<file path="config.mk">
export PLATFORM = sky130hd
export DESIGN_NAME = asm_host
export DESIGN_NICKNAME = d
export VERILOG_FILES = /design/src/logic/asm_pkg.sv /design/src/logic/asm_host.sv /design/src/logic/asm_lane_decode.sv
export VERILOG_INCLUDE_DIRS = /design/src /design/src/logic
export SDC_FILE = /design/constraint.sdc
export NUM_CORES = 1
export LEC_CHECK = 0
export BUFFER_PORTS_ARGS = -buffer_cell sky130_fd_sc_hd__buf_2
export CORE_MARGIN = 2
export CORE_UTILIZATION = 43
export CTS_CLUSTER_SIZE = 14
export DETAILED_ROUTE_END_ITERATION = 12
export GPL_TIMING_DRIVEN = 0
export PLACE_DENSITY = 0.84
export RECOVER_POWER = 100
export SYNTH_ARGS = -nofsm -noshare
export SYNTH_HDL_FRONTEND = slang
export SYNTH_HIERARCHICAL = 1
export SYNTH_SLANG_ARGS = --single-unit
</file>
<file path="constraint.sdc">
create_clock -name clock -period 1.5 [get_ports clock]
set_input_delay 0.375 -clock clock [delete_from_list [all_inputs] [get_ports clock]]
set_output_delay 0.375 -clock clock [all_outputs]
set_load 0.05 [all_outputs]
</file>
<file path="src/logic/asm_defines.svh">
`ifndef ASM_DEFINES_SVH
`define ASM_DEFINES_SVH
// ----------------------------------------------------------------
// Memory geometry
// ----------------------------------------------------------------
`define ASM_ADDR_W 19
`define ASM_DATA_W 32
`define ASM_LANES 4
`define ASM_LANE_W 8
// ----------------------------------------------------------------
// Timing in nanoseconds at the slow grade, which also covers the fast grade
// ----------------------------------------------------------------
`define ASM_CLK_NS 25
`define ASM_CYCLE_NS 25
`define ASM_ACCESS_NS 25
`define ASM_WRITE_PULSE_NS 20
`define ASM_FLOAT_NS 10
`define ASM_CYCLE_CYC ((`ASM_CYCLE_NS + `ASM_CLK_NS - 1) / `ASM_CLK_NS)
`define ASM_ACCESS_CYC ((`ASM_ACCESS_NS + `ASM_CLK_NS - 1) / `ASM_CLK_NS)
`define ASM_PULSE_CYC ((`ASM_WRITE_PULSE_NS + `ASM_CLK_NS - 1) / `ASM_CLK_NS)
`define ASM_FLOAT_CYC ((`ASM_FLOAT_NS + `ASM_CLK_NS - 1) / `ASM_CLK_NS)
`define ASM_CNT_W 3
`define ASM_SIZE_BYTE 2'h0
`define ASM_SIZE_HALF 2'h1
`define ASM_SIZE_WORD 2'h2
`endif

</file>
<file path="src/logic/asm_pkg.sv">
package asm_pkg;
  typedef enum logic [2:0] {
    ASM_IDLE, ASM_RD_SETUP, ASM_RD_WAIT, ASM_WR_SETUP, ASM_WR_PULSE, ASM_RECOVER
  } asm_state_t;
  typedef logic [1:0] asm_size_t;
endpackage : asm_pkg

</file>
<file path="src/logic/asm_host.sv">
// Contract
// - Half words pair lanes 0/1 and 2/3; words use all four selects.
// - Write strobe stays high through every read cycle.
// - Select low 20 ns before write end; write cycle 25 ns long.
// - Address stable at write start and 20 ns before write end.
// - Write pulse at least 15 ns.
// - Write data present 10 ns before write end, no hold needed.
// - Read address valid no later than select falling.
`timescale 1ns/1ps
`include "asm_defines.svh"
module asm_host (
  input wire logic clock,
  input wire logic nrst,
  input wire logic reqValid,
  output logic reqReady,
  input wire logic reqWrite,
  input wire asm_pkg::asm_size_t reqSize,
  input wire logic [`ASM_ADDR_W+1:0] reqAddr,
  input wire logic [`ASM_DATA_W-1:0] reqWdata,
  output logic rspValid,
  output logic [`ASM_DATA_W-1:0] rspRdata,
  output logic [`ASM_ADDR_W-1:0] memAddr,
  output logic lane0_select_n,
  output logic lane1_select_n,
  output logic lane2_select_n,
  output logic lane3_select_n,
  output logic memOutEnable_n,
  output logic memWrite_n,
  input wire logic [`ASM_DATA_W-1:0] memDataIn,
  output logic [`ASM_DATA_W-1:0] memDataOut,
  output logic memDataOe
);
  import asm_pkg::*;

  asm_state_t state;
  logic [`ASM_CNT_W-1:0] count;
  logic [3:0] laneSel;
  logic [3:0] selLatch;
  logic isWrite;

  asm_lane_decode uDecode (
    .size(reqSize),
    .laneIdx(reqAddr[1:0]),
    .laneSel(laneSel)
  );

  assign reqReady = (state == ASM_IDLE);

  // ----------------------------------------------------------------
  // Sequencer
  // ----------------------------------------------------------------
  // Every phase lasts at least one whole 25 ns clock, which meets the slow
  // grade and therefore the fast grade too; throughput is traded for one table.
  always_ff @(posedge clock or negedge nrst) begin
    if (!nrst) begin
      state <= ASM_IDLE;
      count <= '0;
    end else begin
      case (state)
        ASM_IDLE: begin
          if (reqValid) begin
            state <= reqWrite ? ASM_WR_SETUP : ASM_RD_SETUP;
            count <= '0;
          end
        end
        ASM_RD_SETUP: begin
          state <= ASM_RD_WAIT;
          count <= `ASM_CNT_W'(`ASM_ACCESS_CYC);
        end
        ASM_RD_WAIT: begin
          if (count <= `ASM_CNT_W'(1)) begin
            state <= ASM_RECOVER;
            count <= `ASM_CNT_W'(`ASM_FLOAT_CYC);
          end else begin
            count <= count - `ASM_CNT_W'(1);
          end
        end
        ASM_WR_SETUP: begin
          state <= ASM_WR_PULSE;
          count <= `ASM_CNT_W'(`ASM_PULSE_CYC);
        end
        ASM_WR_PULSE: begin
          if (count <= `ASM_CNT_W'(1)) begin
            state <= ASM_RECOVER;
            count <= `ASM_CNT_W'(`ASM_FLOAT_CYC);
          end else begin
            count <= count - `ASM_CNT_W'(1);
          end
        end
        ASM_RECOVER: begin
          if (count <= `ASM_CNT_W'(1)) begin
            state <= ASM_IDLE;
          end else begin
            count <= count - `ASM_CNT_W'(1);
          end
        end
        default: state <= ASM_IDLE;
      endcase
    end
  end

  // ----------------------------------------------------------------
  // Request capture
  // ----------------------------------------------------------------
  always_ff @(posedge clock or negedge nrst) begin
    if (!nrst) begin
      memAddr <= '0;
      selLatch <= 4'h0;
      isWrite <= 1'b0;
      memDataOut <= '0;
    end else if (state == ASM_IDLE && reqValid) begin
      memAddr <= reqAddr[`ASM_ADDR_W+1:2];
      selLatch <= laneSel;
      isWrite <= reqWrite;
      memDataOut <= reqWdata;
    end
  end

  // ----------------------------------------------------------------
  // Pin strobes
  // ----------------------------------------------------------------
  // The selects and the write strobe fall together one clock after the address
  // settles, and output enable stays high in a write, so the memory never drives.
  always_ff @(posedge clock or negedge nrst) begin
    if (!nrst) begin
      lane0_select_n <= 1'b1;
      lane1_select_n <= 1'b1;
      lane2_select_n <= 1'b1;
      lane3_select_n <= 1'b1;
      memOutEnable_n <= 1'b1;
      memWrite_n <= 1'b1;
      memDataOe <= 1'b0;
    end else begin
      lane0_select_n <= !(selLatch[0] && (state == ASM_RD_SETUP || state == ASM_RD_WAIT ||
        state == ASM_WR_SETUP || state == ASM_WR_PULSE));
      lane1_select_n <= !(selLatch[1] && (state == ASM_RD_SETUP || state == ASM_RD_WAIT ||
        state == ASM_WR_SETUP || state == ASM_WR_PULSE));
      lane2_select_n <= !(selLatch[2] && (state == ASM_RD_SETUP || state == ASM_RD_WAIT ||
        state == ASM_WR_SETUP || state == ASM_WR_PULSE));
      lane3_select_n <= !(selLatch[3] && (state == ASM_RD_SETUP || state == ASM_RD_WAIT ||
        state == ASM_WR_SETUP || state == ASM_WR_PULSE));
      memOutEnable_n <= !(state == ASM_RD_SETUP || state == ASM_RD_WAIT);
      memWrite_n <= !(state == ASM_WR_SETUP || state == ASM_WR_PULSE);
      memDataOe <= (state == ASM_WR_SETUP || state == ASM_WR_PULSE);
    end
  end

  // ----------------------------------------------------------------
  // Read return
  // ----------------------------------------------------------------
  // Only the selected lanes are taken; the others read back as zero.
  always_ff @(posedge clock or negedge nrst) begin
    if (!nrst) begin
      rspValid <= 1'b0;
      rspRdata <= '0;
    end else begin
      rspValid <= 1'b0;
      if (state == ASM_RD_WAIT && count <= `ASM_CNT_W'(1)) begin
        rspValid <= 1'b1;
        for (int i = 0; i < `ASM_LANES; i++) begin
          rspRdata[i*`ASM_LANE_W +: `ASM_LANE_W] <= selLatch[i] ?
            memDataIn[i*`ASM_LANE_W +: `ASM_LANE_W] : '0;
        end
      end
    end
  end
endmodule : asm_host

</file>
<file path="src/logic/asm_lane_decode.sv">
`timescale 1ns/1ps
`include "asm_defines.svh"
module asm_lane_decode (
  input wire logic [1:0] size,
  input wire logic [1:0] laneIdx,
  output logic [3:0] laneSel
);
  // ----------------------------------------------------------------
  // Lane selection
  // ----------------------------------------------------------------
  always_comb begin
    case (size)
      `ASM_SIZE_WORD: laneSel = 4'hf;
      `ASM_SIZE_HALF: laneSel = laneIdx[1] ? 4'hc : 4'h3;
      default: laneSel = 4'h1 << laneIdx;
    endcase
  end
endmodule : asm_lane_decode

</file>
# --- Yosys cells after proc, flatten, opt, wreduce, memory -nomap -nowiden ---
# Cells that the tools add are included.
# Widths: inputs -> output; s select.
classes:
  addsub: 1
  n_lt_le_gt_ge: 1
  eq_ne: 11
  shifts: 1
  mux: 16
  n_reduce_logical: 22
ops:
  columns: ["operator", "n"]
  rows:
  - ["$mux 8", 4]
  - ["$mux 3", 6]
  - ["$pmux 3 s5", 1]
  - ["$pmux 3 s4", 1]
  - ["$pmux 4 s2", 1]
  - ["$eq 3x2->1 const B", 2]
  - ["$eq 3x3->1 const B", 2]
  - ["$logic_and 1x1->1", 6]
  - ["$logic_not 1->1", 6]
  - ["$ne 2x2->1 const B", 3]
  - ["$reduce_and 3->1", 2]
  - ["$logic_or 1x1->1", 4]
  - ["$mux 4", 1]
  - ["$reduce_bool 4->1", 1]
  - ["$reduce_or 2->1", 2]
  - ["$shl 1x2->4 const A", 1]
  - ["$eq 3x1->1 const B", 1]
  - ["$le 3x1->1 const B", 1]
  - ["$logic_not 3->1", 1]
  - ["$sub 3x1->3 const B", 1]
  - ["$eq 2x1->1 const B", 1]
  - ["$eq 2x2->1 const B", 1]
  - ["$mux 2", 1]
  - ["$ne 2x1->1 const B", 1]
  - ["$mux 1", 1]
totals:
  register_bits: 101
  in_bits: 91
  out_inout_bits: 92
  elab_cells: 66

# --- Longest topological paths before layout ---
depth:
  depth_word: 6
  depth_mapped: 8

# --- Modules after synthesis ---
# The synthesis kept the hierarchy.
by_module_without_submodules:
  columns: ["module", "n_inst", "cells_per_inst", "area_per_inst_um2", "seq_area_each_um2"]
  rows:
  - ["asm_host", 1, 330, 4295.4, 2534.9]
  - ["asm_lane_decode", 1, 14, 87.6, 0.0]

# --- Worst setup path before layout ---
# Ideal clock, no wire load.
synth_timing:
  path_type: "register to register"
  start: "reg state[1]"
  end: "reg memAddr[0]"
  arrival_ns: 1.826
  t_required_ns: 1.375
  setup_slack_ns: -0.451
  path_stages_with_launch: 7
  path_cell_list: "dfrtp_1 > buf_6 > nor3_4 > and2_4 > buf_12 > buf_12 > mux2_4"
synth_via:
  elab_chain_cells: 2
synth_rtl:
  columns: ["item", "line_no", "rtl"]
  rows:
  - ["from (decl)", "asm_host.sv:35", "asm_state_t state;"]
  - ["from (signal assigned)", "asm_host.sv:62", "state <= reqWrite ? ASM_WR_SETUP : ASM_RD_SETUP;"]
  - ["$logic_not 3->1", null, null]
  - ["named net reqReady", "asm_host.sv:15", "output logic reqReady,"]
  - ["$logic_and 1x1->1", "asm_host.sv:111", "end else if (state == ASM_IDLE && reqValid) begin"]
  - ["to (signal assigned)", "asm_host.sv:112", "memAddr <= reqAddr[`ASM_ADDR_W+1:2];"]
  - ["to (decl)", "asm_host.sv:22", "output logic [`ASM_ADDR_W-1:0] memAddr,"]
# The timed path passes the listed nets, and every way through them passes these cells.
# A chain may end at the register's enable or synchronous reset.

# --- Worst setup path in the final report ---
layout_timing:
  start: "reg state[2]"
  end: "reg memAddr[13]"
layout_via:
  elab_chain_cells: 2
layout_rtl:
  columns: ["item", "line_no"]
  rows:
  - ["$logic_not 3->1", "asm_host.sv:111"]
  - ["$logic_and 1x1->1", "asm_host.sv:111"]
# No other way between the ends.

==> impl_metrics.yaml <==
run_status:
  status: "finished, violations left"
  violations: "setup timing"
setup_path:
  critical_path_required_ns: 1.74
  r2r_slack_ns: -0.14
  worst_ep_arrival_time_ns: 1.88
  regToRegEndpoint: "memAddr[13]"
  cp_max_fo: 10
  path_class: "flip-flop to flip-flop"
  ff2ff_path_depth: 5
  worstSetupEndpointType: "flip-flop"
  startpoint_type: "flip-flop"
  r2r-start: "state[2]"
place:
  globalplace.congestion: 0.8014
  portBuffers: 182
  worst_case_setup_slack_after_placement_ns: -0.2392
  hpwlAfterDp_mm: 7.878
  placed_cell_area_mm2: 0.005502
run:
  max_cap_viol_count: 0
cts:
  cts_max_path_bufs: 2
  clock_tree.htree_level_count: 3
  clkLatencyLatePin_ns: 0.36
  cts.reportedPaths.clkPinSlew_ns: 0.10
  clock_tree_from_tritoncts: "done"
  cts_sinks: 101
  clockRootBuffer: "clkbuf_8"
  tritoncts.num_buffers: 9
worst_hold_path:
  holdCritPathClass: "input pin to flip-flop"
  holdPathStages: 2
  end_of_the_worst_hold_path: "memDataOut[3]"
  hold_start: "reqWdata[3]"
sta:
  setup_viol: 89
  finalHoldViolations: 0
  max_freq_mhz: 610.1
  tightestPinTransition_ns: 0.9523
  relSlewSlack: 0.3651
  timing.final.crit_period_ns: 1.639
  setup_slack_ns: -0.1390
  final_min_period_over_clock_period: 1.093
  drv_slew: 0
  worst_clock_skew_ns: 0.01399
  rsz0062_at_grt: "yes"
  fin_setup_tns_ns: -8.232
routing:
  num_vias: 3371
  wirelength_mm: 11.53
  drt_iter0_markers: 108
  detail_route.first_pass.iterations: 4
  vias_cell: 4.830
  ant_nets: 0
  route.detailed.drc: 0
  drt-wirelength-per-cell_um: 16.52
floorplan:
  die_height_um: 105.0
  io_pins: 183
  placementRows: 36
  die_w_um: 105.0
  core-area_mm2: 0.009819
  die-area_mm2: 0.01102
  starting_density_of_the_core: 0.4464
global_routing:
  grt_overflow: 0
  grt_antenna_before_repair: 0
  grt_start_max_net_pins: 63
  grt_first_pass_wirelength_mm: 17.15
  track_usage: 0.1972
  grt_pass1_vias: 3368
yosys:
  synth_cells: 344
  area_share_of_the_leading_cell_type_in_the_synthesized_netlist: 0.5424
  asyncSetResetFlopFracSynth: 1.000
  syn_nets: 439
  synth_top_cells_by_area: "dfrtp_1 54%, mux2_4 17%, nand2_1 5.9%"
  synth.yosys.warnings: 6
  synth_top_cells_by_count: "95 x dfrtp_1, 69 x nand2_1, 50 x mux2_4, 38 x o21ai_1, 9 x a21oi_1"
  synthFlopType: "dfrtp_1"
  syn_area_mm2: 0.004383
  synth_enable_flop_cells: 0
  synth.distinct_cells: 40
  postSynthRegisterBits: 101
  synth_area_leader_cell: "dfrtp_1"
  syn_avg_cell_area_um2: 12.74
  synth.yosys.seq_area_share: 0.5784
  yosys.cell_count.top_type: "dfrtp_1"
power:
  worst_ir_drop_vdd_v: 0.001282
  static_power_due_to_leakage_nw: 3.233
  power_density_mw_per_mm2: 2698
  power.total_w: 0.01736
final_layout:
  final_core_util: 0.6553
  layout.cell_area.non_filler_mm2: 0.006435
  num_antenna_cells: 0
  nNetsFinal: 655
  area_added_between_synthesis_and_finish_pct: 46.82
  fill_cell_instance_count_of_the_final_layout: 745
  final_layout_size_suffix_gt1_frac: 0.6496
==> per-stage QoR <==
stage | hold WS (ns) | instances
floorplan | 0.07941 | 344
global placement | 0.4614 | 659
detailed placement | 0.3946 | 660
CTS | 0.2186 | 684
global route | 0.2167 | 698
finish | 0.2343 | 698
==> layer usage <==
layer  up-vias  routed length (um)  track usage
met1      1624                4719       0.2378
met4         0                 197      0.07524
met3        15                 615      0.03743
li1       1601                   -            -
met2       131                5997       0.3483
met5         -                   0            0
==> power by group <==
group / total [W] / leakage, nW / internal (W) / switching, W
clock: 0.00167 / 0.0930 / 0.000713 / 0.000956
sequential: 0.00478 / 1.25 / 0.00399 / 0.000787
combinational: 0.0109 / 1.89 / 0.00411 / 0.00680
==> critical path: stages (launching register included) <==
cell     delay, ns
dfrtp_2       0.46
nor3_4        0.25
and2_4        0.19
buf_12        0.15
buf_12        0.16
mux2_4        0.31
==> registers in the layout, summed over array words and instances, names as in the netlist <==
signal / cells
memAddr: 19
lane3_select_n: 1
memWrite_n: 1
memDataOut: 32
state: 3
selLatch: 4
memOutEnable_n: 1
count: 3
lane1_select_n: 1
lane2_select_n: 1
memDataOe: 1
rspValid: 1
rspRdata: 32
lane0_select_n: 1
==> cells in the final DEF, fill, tap and decap left out, types with 5 or more instances in the layout <==
master,instances
a21oi_1,9
buf_12,10
buf_2,174
buf_4,13
buf_6,8
clkbuf_16,7
clkbuf_2,5
clkbuf_8,11
dfrtp_1,92
dfstp_2,6
inv_1,7
mux2_4,54
nand2_1,37
nand2_2,18
nand2_4,14
o21ai_1,21
o21ai_2,17
==> repair_timing <==
action                                 CTS  global route
resized for setup                       28            92
endpoints found under the hold margin   17             0
setup endpoints to repair               97            98
pin swaps                                5            42
cloned                                   0             7
buffers inserted                         8             7
hold buffers                             1             0
==> layout make-up <==
cell class              instances  area (um^2)  share of cell area
plain buffers                  21        255.2             0.03967
clock buffers                  11        151.4             0.02353
clock inverters                 5        41.29            0.006416
inverters                      10        37.54            0.005833
multi-input cells             211         1939              0.3014
flip-flops and latches        101         2539              0.3945
well taps                     133        166.4             0.02586
repair buffers                206         1305              0.2028
==> worst max-delay path by stage <==
stage                   from             to  depth (start not counted)
finish              state[2]    memAddr[13]                          5
global placement        nrst  memDataOut[1]                          1
detailed placement  count[0]   rspRdata[19]                          7
floorplan           state[1]     memAddr[0]                          6
global route        state[2]    memAddr[14]                          5
CTS                 state[0]       reqReady                          2
==> kinds of logic (layout without fill, tap and decap cells) <==
group	after synthesis	after routing	synth area share
flip-flops	101	101	0.5784
AND/OR/NAND/NOR	93	93	0.09763
AO/OA/AOI/OAI	58	58	0.07337
multiplexers	55	55	0.1841
buffers and inverters	32	253	0.05310
adder cells (fa/ha/maj)	4	4	0.01142
XOR/XNOR	1	1	0.001999
No activity file was read; power rests on OpenSTA's default activity.
